--- config.mk ---
export PLATFORM = sky130hd
export DESIGN_NAME = rt_mode_code_handler
export DESIGN_NICKNAME = d
export VERILOG_FILES = /design/src/mode_code_pkg.sv /design/src/rt_mode_code_handler.sv
export SDC_FILE = /design/constraint.sdc
export NUM_CORES = 1
export LEC_CHECK = 0
export BUFFER_PORTS_ARGS = -buffer_cell sky130_fd_sc_hd__buf_2
export CORE_ASPECT_RATIO = 1.2
export CORE_MARGIN = 2
export CORE_UTILIZATION = 50
export DETAILED_ROUTE_END_ITERATION = 8
export HOLD_SLACK_MARGIN = 0.02
export PLACE_DENSITY = 0.86
export SYNTH_ARGS = -nofsm -noshare
export SYNTH_HDL_FRONTEND = slang
export SYNTH_SLANG_ARGS = --single-unit
--- constraint.sdc ---
create_clock -name core_clk -period 3.6 [get_ports core_clk]
set_input_delay 0.54 -clock core_clk [delete_from_list [all_inputs] [get_ports core_clk]]
set_output_delay 0.54 -clock core_clk [all_outputs]
set_load 0.03 [all_outputs]
--- src/mode_code_pkg.sv ---
/*
  Package for the mode-code handler: command word layout, mode codes,
  status reply and self-test word fields, register offsets and reset values.
  Assumes a single 100 MHz core clock and a message framer on the same clock.
*/
package mode_code_pkg;

  // ----------------------------------------------------------------
  // command word and replies
  // ----------------------------------------------------------------
  typedef struct packed {
    logic [4:0] rt_addr;
    logic       dir_tx;
    logic [4:0] subaddr;
    logic [4:0] code;
  } cmd_word_t;

  typedef struct packed {
    logic me;
    logic brcv;
    logic tflag;
  } status_bits_t;

  typedef struct packed {
    logic        req;
    logic        with_data;
    logic [15:0] word;
  } reply_t;

  localparam logic [4:0] SA_MODE_ZERO  = 5'h00;
  localparam logic [4:0] SA_MODE_ONES  = 5'h1f;
  localparam logic [4:0] ADDR_BCAST    = 5'h1f;

  localparam logic [4:0] MC_TX_SHUT    = 5'h04;
  localparam logic [4:0] MC_OVR_SHUT   = 5'h05;
  localparam logic [4:0] MC_INH_FLAG   = 5'h06;
  localparam logic [4:0] MC_OVR_INH    = 5'h07;
  localparam logic [4:0] MC_RESET_RT   = 5'h08;
  localparam logic [4:0] MC_RSV_LO     = 5'h09;
  localparam logic [4:0] MC_RSV_HI     = 5'h0f;
  localparam logic [4:0] MC_TX_VECTOR  = 5'h10;
  localparam logic [4:0] MC_SYNC_DATA  = 5'h11;
  localparam logic [4:0] MC_TX_LAST    = 5'h12;
  localparam logic [4:0] MC_TX_BIT     = 5'h13;

  // ----------------------------------------------------------------
  // self-test word bit positions (14 bits)
  // ----------------------------------------------------------------
  localparam int BIT_DIR_ERR   = 0;
  localparam int BIT_ILL_MODE  = 1;
  localparam int BIT_HIGH_WC   = 2;
  localparam int BIT_LOW_WC    = 3;
  localparam int BIT_TX_SHUT   = 4;
  localparam int BIT_WIDTH     = 14;

  localparam int STATUS_ME_POS    = 10;
  localparam int STATUS_BRCV_POS  = 4;
  localparam int STATUS_TFLAG_POS = 0;

  // ----------------------------------------------------------------
  // register offsets and reset values
  // ----------------------------------------------------------------
  localparam logic [7:0]  REG_STATUS  = 8'h00;
  localparam logic [7:0]  REG_BITWORD = 8'h04;
  localparam logic [7:0]  REG_VECTOR  = 8'h08;
  localparam logic [7:0]  REG_LASTCMD = 8'h0c;
  localparam logic [7:0]  REG_CONTROL = 8'h10;
  localparam logic [15:0] VECTOR_RST  = 16'h0000;
  localparam logic        BRO_EN_RST  = 1'b1;

endpackage

--- src/rt_mode_code_handler.sv ---
/*
  Mode-code handler of a dual-redundant remote terminal: decodes mode
  codes 00100..10011 framed by the word decoder, sets status and
  self-test bits, asks the encoder for replies and runs post-status actions.
  Assumes the framer and encoder run on core_clk and pulse their strobes
  for one cycle; illegal_n and rt_flag_req_n are asynchronous pins.
*/
// Local design decisions: the address-and-strobe port and the placing of the registers.
// Functional notes
// - override shutdown replies status, then re-enables redundant transmitter.
// - valid broadcast sets broadcast-received and sends no status.
// - inhibit flag replies status, then blocks all terminal flag setting.
// - inhibit lifted only by override-inhibit or reset-terminal codes.
// - override-inhibit replies status and restores terminal flag setting.
// - reset-terminal replies status, then clears shutdown, self-test word, inhibit.
// - reserved codes reply with clear status and no data.
// - reserved code marked illegal sets message error, status only.
// - invalid command word is ignored, no response at all.
// - no-data code with data word: no status, message error, high count.
// - transmit self-test with data word: no status, message error only.
// - codes 00101..01000 with direction zero: message error, direction error.
// - reserved code with direction zero: message error, illegal mode code.
// - broadcast direction zero adds broadcast-received, except transmit last command and transmit self-test; codes per group.
// - transmit vector sends status then one vector word.
// - transmit-type codes broadcast: no status, error, received, illegal.
// - transmit-type codes direction zero: error, direction, low count; broadcast transmit last command gets no low count.
// - synchronize-with-data writes the data word to memory before status.
// - synchronize without data word: no status, error, low count.
// - synchronize with extra data words: no status, error, high count.
// - synchronize direction one: no status, error, direction, high count.
// - transmit last command keeps registers, sends status and last command.
// - transmit self-test sends word unchanged; send errors show next status.
// - shutdown code stops redundant channel transmission after status.
`timescale 1ns/100ps

module rt_mode_code_handler
  import mode_code_pkg::*;
(
  input  wire logic               core_clk,
  input  wire logic               resetn,
  input  wire logic               cmd_stb,
  input  wire cmd_word_t          cmd_word,
  input  wire logic               cmd_ok,
  input  wire logic               data_stb,
  input  wire logic [15:0]        data_word,
  input  wire logic               msg_end,
  input  wire logic               tx_done,
  input  wire logic               tx_err,
  input  wire logic               illegal_n,
  input  wire logic               rt_flag_req_n,
  input  wire logic [7:0]         reg_addr,
  input  wire logic [15:0]        reg_wdata,
  input  wire logic               reg_wr,
  input  wire logic               reg_rd,
  output logic [15:0]             reg_rdata,
  output reply_t                  reply,
  output status_bits_t            rt_status_reply,
  output logic [BIT_WIDTH-1:0]    bit_word,
  output logic                    mem_wr,
  output logic [15:0]             mem_data,
  output logic                    redundant_tx_off,
  output logic                    tflag_inhibit
);

  typedef enum logic [1:0] {S_IDLE, S_COLLECT, S_REPLY, S_WAIT_TX} state_t;

  typedef struct packed {
    logic me;
    logic brcv;
    logic dir;
    logic ill;
    logic hwc;
    logic lwc;
    logic reply;
    logic act;
  } verdict_t;

  // ----------------------------------------------------------------
  // decode helpers
  // ----------------------------------------------------------------
  function automatic logic is_mode(input cmd_word_t c);
    is_mode = (c.subaddr == SA_MODE_ZERO) || (c.subaddr == SA_MODE_ONES);
  endfunction

  function automatic logic in_scope(input logic [4:0] code);
    in_scope = (code >= MC_TX_SHUT) && (code <= MC_TX_BIT);
  endfunction

  // judgement of one finished mode message; direction faults outrank count faults
  function automatic verdict_t judge(input logic [4:0] code, input logic d, input logic bc,
                                     input logic [1:0] n, input logic ill_in);
    verdict_t v;
    logic     rsv;
    logic     xmt;
    v   = '0;
    rsv = (code >= MC_RSV_LO) && (code <= MC_RSV_HI);
    xmt = (code == MC_TX_VECTOR) || (code == MC_TX_LAST) || (code == MC_TX_BIT);
    if (code == MC_SYNC_DATA) begin
      if (d) begin
        v.me = 1'b1; v.dir = 1'b1; v.hwc = 1'b1;
      end else if (n == 2'd0) begin
        v.me = 1'b1; v.lwc = 1'b1;
      end else if (n != 2'd1) begin
        v.me = 1'b1; v.hwc = 1'b1;
      end else begin
        v.act = 1'b1; v.reply = !bc;
      end
      v.brcv = bc;
    end else if (xmt) begin
      if (!d) begin
        v.me  = 1'b1; v.dir = 1'b1;
        v.lwc = !(bc && code == MC_TX_LAST);
        v.ill = bc;
        v.brcv = bc && (code == MC_TX_VECTOR);
      end else if (n != 2'd0) begin
        v.me = 1'b1; v.hwc = (code == MC_TX_VECTOR);
      end else if (bc) begin
        v.me = 1'b1; v.brcv = 1'b1; v.ill = 1'b1;
      end else begin
        v.reply = 1'b1; v.act = 1'b1;
      end
    end else begin
      if (!d) begin
        v.me   = 1'b1; v.brcv = bc;
        v.dir  = !rsv;
        v.ill  = rsv || (bc && (code == MC_OVR_SHUT || code == MC_TX_SHUT));
      end else if (n != 2'd0) begin
        v.me = 1'b1; v.hwc = 1'b1;
      end else begin
        v.brcv = bc; v.reply = !bc; v.act = !rsv;
      end
    end
    // illegalised command: status only, nothing carried out
    if (ill_in && (v.reply || v.act) && !v.me) begin
      v.me = 1'b1; v.act = 1'b0;
    end
    judge = v;
  endfunction

  // ----------------------------------------------------------------
  // pin synchronisers
  // ----------------------------------------------------------------
  logic [1:0] ill_sync_r;
  logic [1:0] flag_sync_r;

  always_ff @(posedge core_clk) begin
    if (!resetn) begin
      ill_sync_r  <= 2'b11;
      flag_sync_r <= 2'b11;
    end else begin
      ill_sync_r  <= {ill_sync_r[0], illegal_n};
      flag_sync_r <= {flag_sync_r[0], rt_flag_req_n};
    end
  end

  // ----------------------------------------------------------------
  // message sequencing
  // ----------------------------------------------------------------
  state_t        state_r;
  cmd_word_t     pend_r;
  logic          pend_bc_r;
  logic [1:0]    dcount_r;
  logic [15:0]   sync_word_r;
  logic          reply_data_r;
  logic          act_r;
  logic [15:0]   last_cmd_r;
  logic [15:0]   vector_r;
  logic          bro_en_r;
  verdict_t      verdict;
  logic          eval;
  logic          own_cmd;
  logic          bc_now;
  logic          do_action;

  assign bc_now  = bro_en_r && (cmd_word.rt_addr == ADDR_BCAST);
  assign own_cmd = cmd_stb && cmd_ok && is_mode(cmd_word) && in_scope(cmd_word.code);
  assign eval    = (state_r == S_COLLECT) && msg_end;
  assign verdict = judge(pend_r.code, pend_r.dir_tx, pend_bc_r, dcount_r, !ill_sync_r[1]);
  // action lands after the status word, or at once for broadcasts
  assign do_action = ((state_r == S_WAIT_TX) && tx_done && act_r) ||
                     (eval && verdict.act && !verdict.reply);

  always_ff @(posedge core_clk) begin
    if (!resetn) begin
      state_r <= S_IDLE;
    end else begin
      case (state_r)
        S_IDLE: begin
          if (own_cmd) begin
            state_r <= S_COLLECT;
          end
        end
        S_COLLECT: begin
          if (msg_end) begin
            state_r <= verdict.reply ? S_REPLY : S_IDLE;
          end
        end
        S_REPLY: begin
          state_r <= S_WAIT_TX;
        end
        S_WAIT_TX: begin
          if (tx_done) begin
            state_r <= S_IDLE;
          end
        end
        default: begin
          state_r <= S_IDLE;
        end
      endcase
    end
  end

  always_ff @(posedge core_clk) begin
    if (!resetn) begin
      pend_r      <= '0;
      pend_bc_r   <= 1'b0;
      dcount_r    <= 2'd0;
      sync_word_r <= 16'h0000;
    end else if (state_r == S_IDLE && own_cmd) begin
      pend_r    <= cmd_word;
      pend_bc_r <= bc_now;
      dcount_r  <= 2'd0;
    end else if (state_r == S_COLLECT && data_stb) begin
      // count saturates at two: anything above one is too many
      if (dcount_r != 2'd2) begin
        dcount_r <= dcount_r + 2'd1;
      end
      if (dcount_r == 2'd0) begin
        sync_word_r <= data_word;
      end
    end
  end

  // last valid command, never a transmit-last-command itself
  always_ff @(posedge core_clk) begin
    if (!resetn) begin
      last_cmd_r <= 16'h0000;
    end else if (cmd_stb && cmd_ok &&
                 !(is_mode(cmd_word) && cmd_word.code == MC_TX_LAST) &&
                 !(state_r == S_COLLECT || state_r == S_REPLY)) begin
      last_cmd_r <= cmd_word;
    end
  end

  always_ff @(posedge core_clk) begin
    if (!resetn) begin
      reply_data_r <= 1'b0;
      act_r        <= 1'b0;
    end else if (eval) begin
      reply_data_r <= !verdict.me && (pend_r.code == MC_TX_VECTOR ||
                      pend_r.code == MC_TX_LAST || pend_r.code == MC_TX_BIT);
      act_r        <= verdict.act;
    end
  end

  // ----------------------------------------------------------------
  // reply request and memory write
  // ----------------------------------------------------------------
  always_ff @(posedge core_clk) begin
    if (!resetn) begin
      reply <= '0;
    end else if (state_r == S_REPLY) begin
      reply.req       <= 1'b1;
      reply.with_data <= reply_data_r;
      case (pend_r.code)
        MC_TX_VECTOR: reply.word <= vector_r;
        MC_TX_LAST:   reply.word <= last_cmd_r;
        MC_TX_BIT:    reply.word <= {{(16-BIT_WIDTH){1'b0}}, bit_word};
        default:      reply.word <= 16'h0000;
      endcase
    end else begin
      reply.req <= 1'b0;
    end
  end

  always_ff @(posedge core_clk) begin
    if (!resetn) begin
      mem_wr   <= 1'b0;
      mem_data <= 16'h0000;
    end else begin
      mem_wr <= eval && verdict.act && (pend_r.code == MC_SYNC_DATA);
      if (eval) begin
        mem_data <= sync_word_r;
      end
    end
  end

  // ----------------------------------------------------------------
  // status reply and self-test word
  // ----------------------------------------------------------------
  logic keep_status;
  assign keep_status = (pend_r.code == MC_TX_LAST) && !verdict.me;

  always_ff @(posedge core_clk) begin
    if (!resetn) begin
      rt_status_reply.me   <= 1'b0;
      rt_status_reply.brcv <= 1'b0;
    end else if (eval && !keep_status) begin
      rt_status_reply.me   <= verdict.me;
      rt_status_reply.brcv <= verdict.brcv;
    end else if (state_r == S_WAIT_TX && tx_err) begin
      rt_status_reply.me   <= 1'b1;
    end
  end

  always_ff @(posedge core_clk) begin
    if (!resetn) begin
      rt_status_reply.tflag <= 1'b0;
    end else begin
      rt_status_reply.tflag <= !flag_sync_r[1] && !tflag_inhibit;
    end
  end

  always_ff @(posedge core_clk) begin
    if (!resetn) begin
      bit_word <= '0;
    end else if (do_action && pend_r.code == MC_RESET_RT) begin
      bit_word <= '0;
    end else begin
      // errors accumulate until a terminal reset
      if (eval) begin
        bit_word[BIT_DIR_ERR]  <= bit_word[BIT_DIR_ERR]  | verdict.dir;
        bit_word[BIT_ILL_MODE] <= bit_word[BIT_ILL_MODE] | verdict.ill;
        bit_word[BIT_HIGH_WC]  <= bit_word[BIT_HIGH_WC]  | verdict.hwc;
        bit_word[BIT_LOW_WC]   <= bit_word[BIT_LOW_WC]   | verdict.lwc;
      end
      bit_word[BIT_TX_SHUT] <= redundant_tx_off;
    end
  end

  // ----------------------------------------------------------------
  // post-status actions
  // ----------------------------------------------------------------
  always_ff @(posedge core_clk) begin
    if (!resetn) begin
      redundant_tx_off <= 1'b0;
      tflag_inhibit    <= 1'b0;
    end else if (do_action) begin
      case (pend_r.code)
        MC_TX_SHUT:  redundant_tx_off <= 1'b1;
        MC_OVR_SHUT: redundant_tx_off <= 1'b0;
        MC_INH_FLAG: tflag_inhibit    <= 1'b1;
        MC_OVR_INH:  tflag_inhibit    <= 1'b0;
        MC_RESET_RT: begin
          redundant_tx_off <= 1'b0;
          tflag_inhibit    <= 1'b0;
        end
        default: begin
          redundant_tx_off <= redundant_tx_off;
        end
      endcase
    end
  end

  // ----------------------------------------------------------------
  // register port
  // ----------------------------------------------------------------
  always_ff @(posedge core_clk) begin
    if (!resetn) begin
      vector_r <= VECTOR_RST;
      bro_en_r <= BRO_EN_RST;
    end else if (reg_wr) begin
      if (reg_addr == REG_VECTOR) begin
        vector_r <= reg_wdata;
      end
      if (reg_addr == REG_CONTROL) begin
        bro_en_r <= reg_wdata[0];
      end
    end
  end

  always_ff @(posedge core_clk) begin
    if (!resetn) begin
      reg_rdata <= 16'h0000;
    end else if (reg_rd) begin
      case (reg_addr)
        REG_STATUS: begin
          reg_rdata <= 16'h0000;
          reg_rdata[STATUS_ME_POS]    <= rt_status_reply.me;
          reg_rdata[STATUS_BRCV_POS]  <= rt_status_reply.brcv;
          reg_rdata[STATUS_TFLAG_POS] <= rt_status_reply.tflag;
        end
        REG_BITWORD: reg_rdata <= {{(16-BIT_WIDTH){1'b0}}, bit_word};
        REG_VECTOR:  reg_rdata <= vector_r;
        REG_LASTCMD: reg_rdata <= last_cmd_r;
        REG_CONTROL: reg_rdata <= {15'h0000, bro_en_r};
        default:     reg_rdata <= 16'h0000;
      endcase
    end else begin
      reg_rdata <= 16'h0000;
    end
  end

  // ----------------------------------------------------------------
  // assertions
  // ----------------------------------------------------------------
  a_invalid_ignored: assert property (@(posedge core_clk) disable iff (!resetn)
    (state_r == S_IDLE && cmd_stb && !cmd_ok) |=> (state_r == S_IDLE) [*2])
    else $error("invalid command was not ignored");

  a_bcast_silent: assert property (@(posedge core_clk) disable iff (!resetn)
    (eval && pend_bc_r) |=> !reply.req ##1 !reply.req)
    else $error("broadcast mode command produced a reply");

  a_sync_mem_first: assert property (@(posedge core_clk) disable iff (!resetn)
    (reply.req && pend_r.code == MC_SYNC_DATA && !rt_status_reply.me) |-> $past(mem_wr))
    else $error("sync status sent without prior memory write");

  a_inhibit_flag: assert property (@(posedge core_clk) disable iff (!resetn)
    $past(tflag_inhibit) |-> !rt_status_reply.tflag)
    else $error("terminal flag set while inhibited");

  a_override_shut: assert property (@(posedge core_clk) disable iff (!resetn)
    (state_r == S_WAIT_TX && tx_done && act_r && pend_r.code == MC_OVR_SHUT)
      |=> !redundant_tx_off)
    else $error("override shutdown did not re-enable transmitter");

  a_shut_after_status: assert property (@(posedge core_clk) disable iff (!resetn)
    (reply.req && pend_r.code == MC_TX_SHUT && !redundant_tx_off)
      |-> !redundant_tx_off until (state_r == S_IDLE))
    else $error("shutdown took effect before status finished");

  a_vector_word: assert property (@(posedge core_clk) disable iff (!resetn)
    (reply.req && pend_r.code == MC_TX_VECTOR && !rt_status_reply.me)
      |-> reply.with_data && reply.word == vector_r)
    else $error("vector reply lacks the vector word");

  a_last_keeps: assert property (@(posedge core_clk) disable iff (!resetn)
    (eval && keep_status) |=> $stable(rt_status_reply.me) && $stable(bit_word))
    else $error("transmit last command altered registers");

  a_reserved_clear: assert property (@(posedge core_clk) disable iff (!resetn)
    (reply.req && pend_r.code >= MC_RSV_LO && pend_r.code <= MC_RSV_HI)
      |-> !reply.with_data)
    else $error("reserved code reply carried data");

  a_illegal_nodata: assert property (@(posedge core_clk) disable iff (!resetn)
    (eval && verdict.reply && !ill_sync_r[1]) |=> ##1 (reply.req && !reply.with_data))
    else $error("illegal command still sent data");

endmodule

==> impl_metrics.csv <==
group,metric,value,unit
outcome,status,"finished, final reports clean",
drt,drt.antenna.violating_nets,0,
setup_path,crit_type,"register to register",
pwr,p_sw_share,21.49,%
placement,gp_congestion,0.8995,
drt,dr.pass1.iters,5,
drt,viasPerCell,5.464,
synthesis,synth.avg_cell_area,8.701,µm²
sta,drv_slew,0,
synthesis,synth-seq-cells,127,
pwr,power_density,510.7,nW/µm²
synthesis,synth-edff-count,0,
drt,wl_per_cell,15.50,µm
cells_and_area,multi_input_area,2540,µm²
clock_tree,clock-sinks,127,
global_route,grt_max_degree,50,
drt,wl,13360,µm
sta,fin_setup_tns,0,ps
global_route,antenna_found_initial,0,
sta,final.setup_skew,10.42,ps
cells_and_area,fin_area,6536,µm²
die,fp.dieW,98.21,µm
sta,clock.fmax,383.5,MHz
die,rows,41,
clock_tree,cts_tree,"yes",
synthesis,syn_area,5325,µm²
pwr,ir_worst_vdd,297.2,µV
sta,slew_headroom,43.16,%
cells_and_area,mostFrequentLayoutCell,"buf_2",
synthesis,ys_types,51,
sta,final_hold_viol_count,0,
cells_and_area,drive_above_1_share,23.60,%
global_route,grt_overflow_total,0,
drt,drc,0,
drt,num_vias,4710,
pwr,pwr-share-clk,50.4,%
clock_tree,cts_htree_levels,4,
global_route,grt_pass1_wl,21150,µm
sta,tightestPinTransition,851.4,ps
placement,postPlaceCellArea,5959,µm²
sta,finalSetupViolCount,0,
clock_tree,clockBufferDepth,2,
die,core,10470,µm²
synthesis,ys_seq_area_share,47.74,%
die,die_h,117.1,µm
setup_path,cp.arrival,2870,ps
setup_path,path_max_fanout,12,
synthesis,synth_flop_cell,"dfxtp_1",
synthesis,syn_inst,612,
setup_path,crit_path_start_kind,"register",
sta,rsz0062_at_grt,"false",
clock_tree,cts.reportedPaths.clkPinSlew,60,ps
clock_tree,cts_made_buffers,17,
global_route,grt_pass1_vias,4425,
clock_tree,clk_latency,410,ps
die,dieArea,11500,µm²
die,start_util,50.88,%
clock_tree,root_buffer,"clkbuf_16",
pwr,p_sw,0.7173,mW
pwr,p_leak,2.753,nW
clock_tree,post_cts_buffers,0,
pwr,power.internal,2.621,mW
cells_and_area,syn2layout_area_growth,22.74,%
synthesis,synth_warnings,0,
flow_run,maxCapViolations,0,
sta,finalCritPeriodShare,72.44,%
cells_and_area,fin_nets,798,
clock_tree,cts_resized,0,
setup_path,cp.required,3860,ps
cells_and_area,fill_cells,899,
pwr,p_comb_share,6.1,%
cells_and_area,ff_latch_area,2542,µm²
worst_hold_path,hp-class,"input port to register",
drt,initialDrtViolationCount,282,
die,pin_count,138,
synthesis,async_reset_ff_share,0,%
setup_path,critPathCaptureType,"register",
clock_tree,hold_buffers,0,
pwr,seqPwrFrac,43.5,%
global_route,grtUsageTotal,23.15,%
placement,portBuffers,128,
cells_and_area,antenna_cells,0,
placement,hpwl,9523,µm
sta,fin_crit,2608,ps
cells_and_area,final_cell_mix,"128 x buf_2, 127 x dfxtp_1, 98 x nor2_1",
-- layout make-up --
class / count / area share, %
Clock buffer: 22 / 7.102
Sequential cell: 127 / 38.90
Clock inverter: 7 / 1.723
Tap cell: 129 / 2.469
Multi-Input combinational cell: 434 / 38.86
Timing Repair Buffer: 133 / 10.38
Inverter: 10 / 0.5743
-- metal layers --
metal	GRT usage, %	vias to the layer above	part of all wire, %
li1	-	2282	-
met3	5.107	39	7.2
met4	10.14	0	2.1
met1	26.33	2169	40
met5	0	-	0
met2	42.15	220	51
-- Yosys cell counts, types with 2 or more instances --
| master | n | share of area [%] |
|---|---|---|
| a211oi_1 | 3 | 0.42 |
| a21oi_1 | 58 | 5.5 |
| a222oi_1 | 2 | 0.38 |
| a22oi_1 | 13 | 1.8 |
| a31oi_1 | 4 | 0.47 |
| and2_1 | 4 | 0.47 |
| and3_1 | 4 | 0.47 |
| buf_1 | 2 | 0.14 |
| buf_2 | 3 | 0.28 |
| buf_4 | 10 | 1.4 |
| buf_6 | 2 | 0.42 |
| clkbuf_1 | 32 | 2.3 |
| dfxtp_1 | 127 | 48 |
| ha_1 | 7 | 1.6 |
| inv_1 | 9 | 0.63 |
| mux2_2 | 4 | 0.85 |
| mux2i_1 | 58 | 11 |
| nand2_1 | 87 | 6.1 |
| nand2b_1 | 12 | 1.4 |
| nand3_1 | 13 | 1.2 |
| nand3b_1 | 3 | 0.42 |
| nand4_1 | 5 | 0.59 |
| nor2_1 | 98 | 6.9 |
| nor2b_1 | 6 | 0.70 |
| nor3_1 | 7 | 0.66 |
| nor3b_1 | 2 | 0.28 |
| o21a_1 | 4 | 0.56 |
| o21ai_0 | 9 | 0.85 |
| xnor2_1 | 2 | 0.33 |
-- power by group through the flow --
stage	clock network, mW	logic (mW)	registers [mW]
after detailed placement	0	0.203	1.48
after floorplan	0	0.139	1.48
after CTS	1.70	0.204	1.45
after global routing	1.76	0.225	1.45
final	1.68	0.205	1.45
after global placement	0	0.197	1.48
-- worst max-delay path: stages, from the launching register on --
cell and delay [ps]:
dfxtp_1 410, nor3b_2 690, buf_4 290, a2bb2oi_1 130, o31ai_1 520, a31o_2 340, a211oi_1 80
-- sequential cells by signal, summed over array words and instances (netlist names), named ones only --
name,count
reply,18
last_cmd_r,16
mem_data,16
reg_rdata,16
sync_word_r,16
vector_r,16
pend_r,6
bit_word,5
rt_status_reply,3
dcount_r,2
flag_sync_r,2
ill_sync_r,2
act_r,1
bro_en_r,1
mem_wr,1
pend_bc_r,1
redundant_tx_off,1
reply_data_r,1
state_r,1
tflag_inhibit,1
-- kinds of logic after synthesis --
group / synth area share (%)
compound gates: 11.87
buf+inv: 5.216
simple gates: 20.54
other cells: 0.07042
flops: 47.74
xor+xnor: 0.3290
mux: 12.59
fa+ha+maj: 1.645
-- path summary, 6_finish.rpt --
kind	from	to	slack [ps]	cells past startpoint
worst min register to register	flag_sync_r[1]$_SDFF_PN1_	rt_status_reply[0]$_SDFF_PN0_	390	1
worst max-delay path	pend_r[4]$_SDFFE_PN0P_	redundant_tx_off$_SDFFE_PN0P_	990	6
worst max register to register	pend_r[4]$_SDFFE_PN0P_	redundant_tx_off$_SDFFE_PN0P_	990	6
worst min-delay path	illegal_n	ill_sync_r[0]$_SDFF_PN1_	310	2
-- metrics by stage --
step           power (mW)  hold WS [ps]  utilization [%]  setup slack, ps  instances
3_3_place_gp        1.677         377.9            56.95            824.7        833
5_1_grt             3.439         310.6            62.46            886.8        862
6_report            3.338         307.6            62.46            992.3        862
4_1_cts             3.354         300.6            62.46             1052        862
3_5_place_dp        1.684         386.4            56.95            771.3        833
2_1_floorplan       1.618         373.2                -             1303        620
Power figures use the tool's default switching activity.
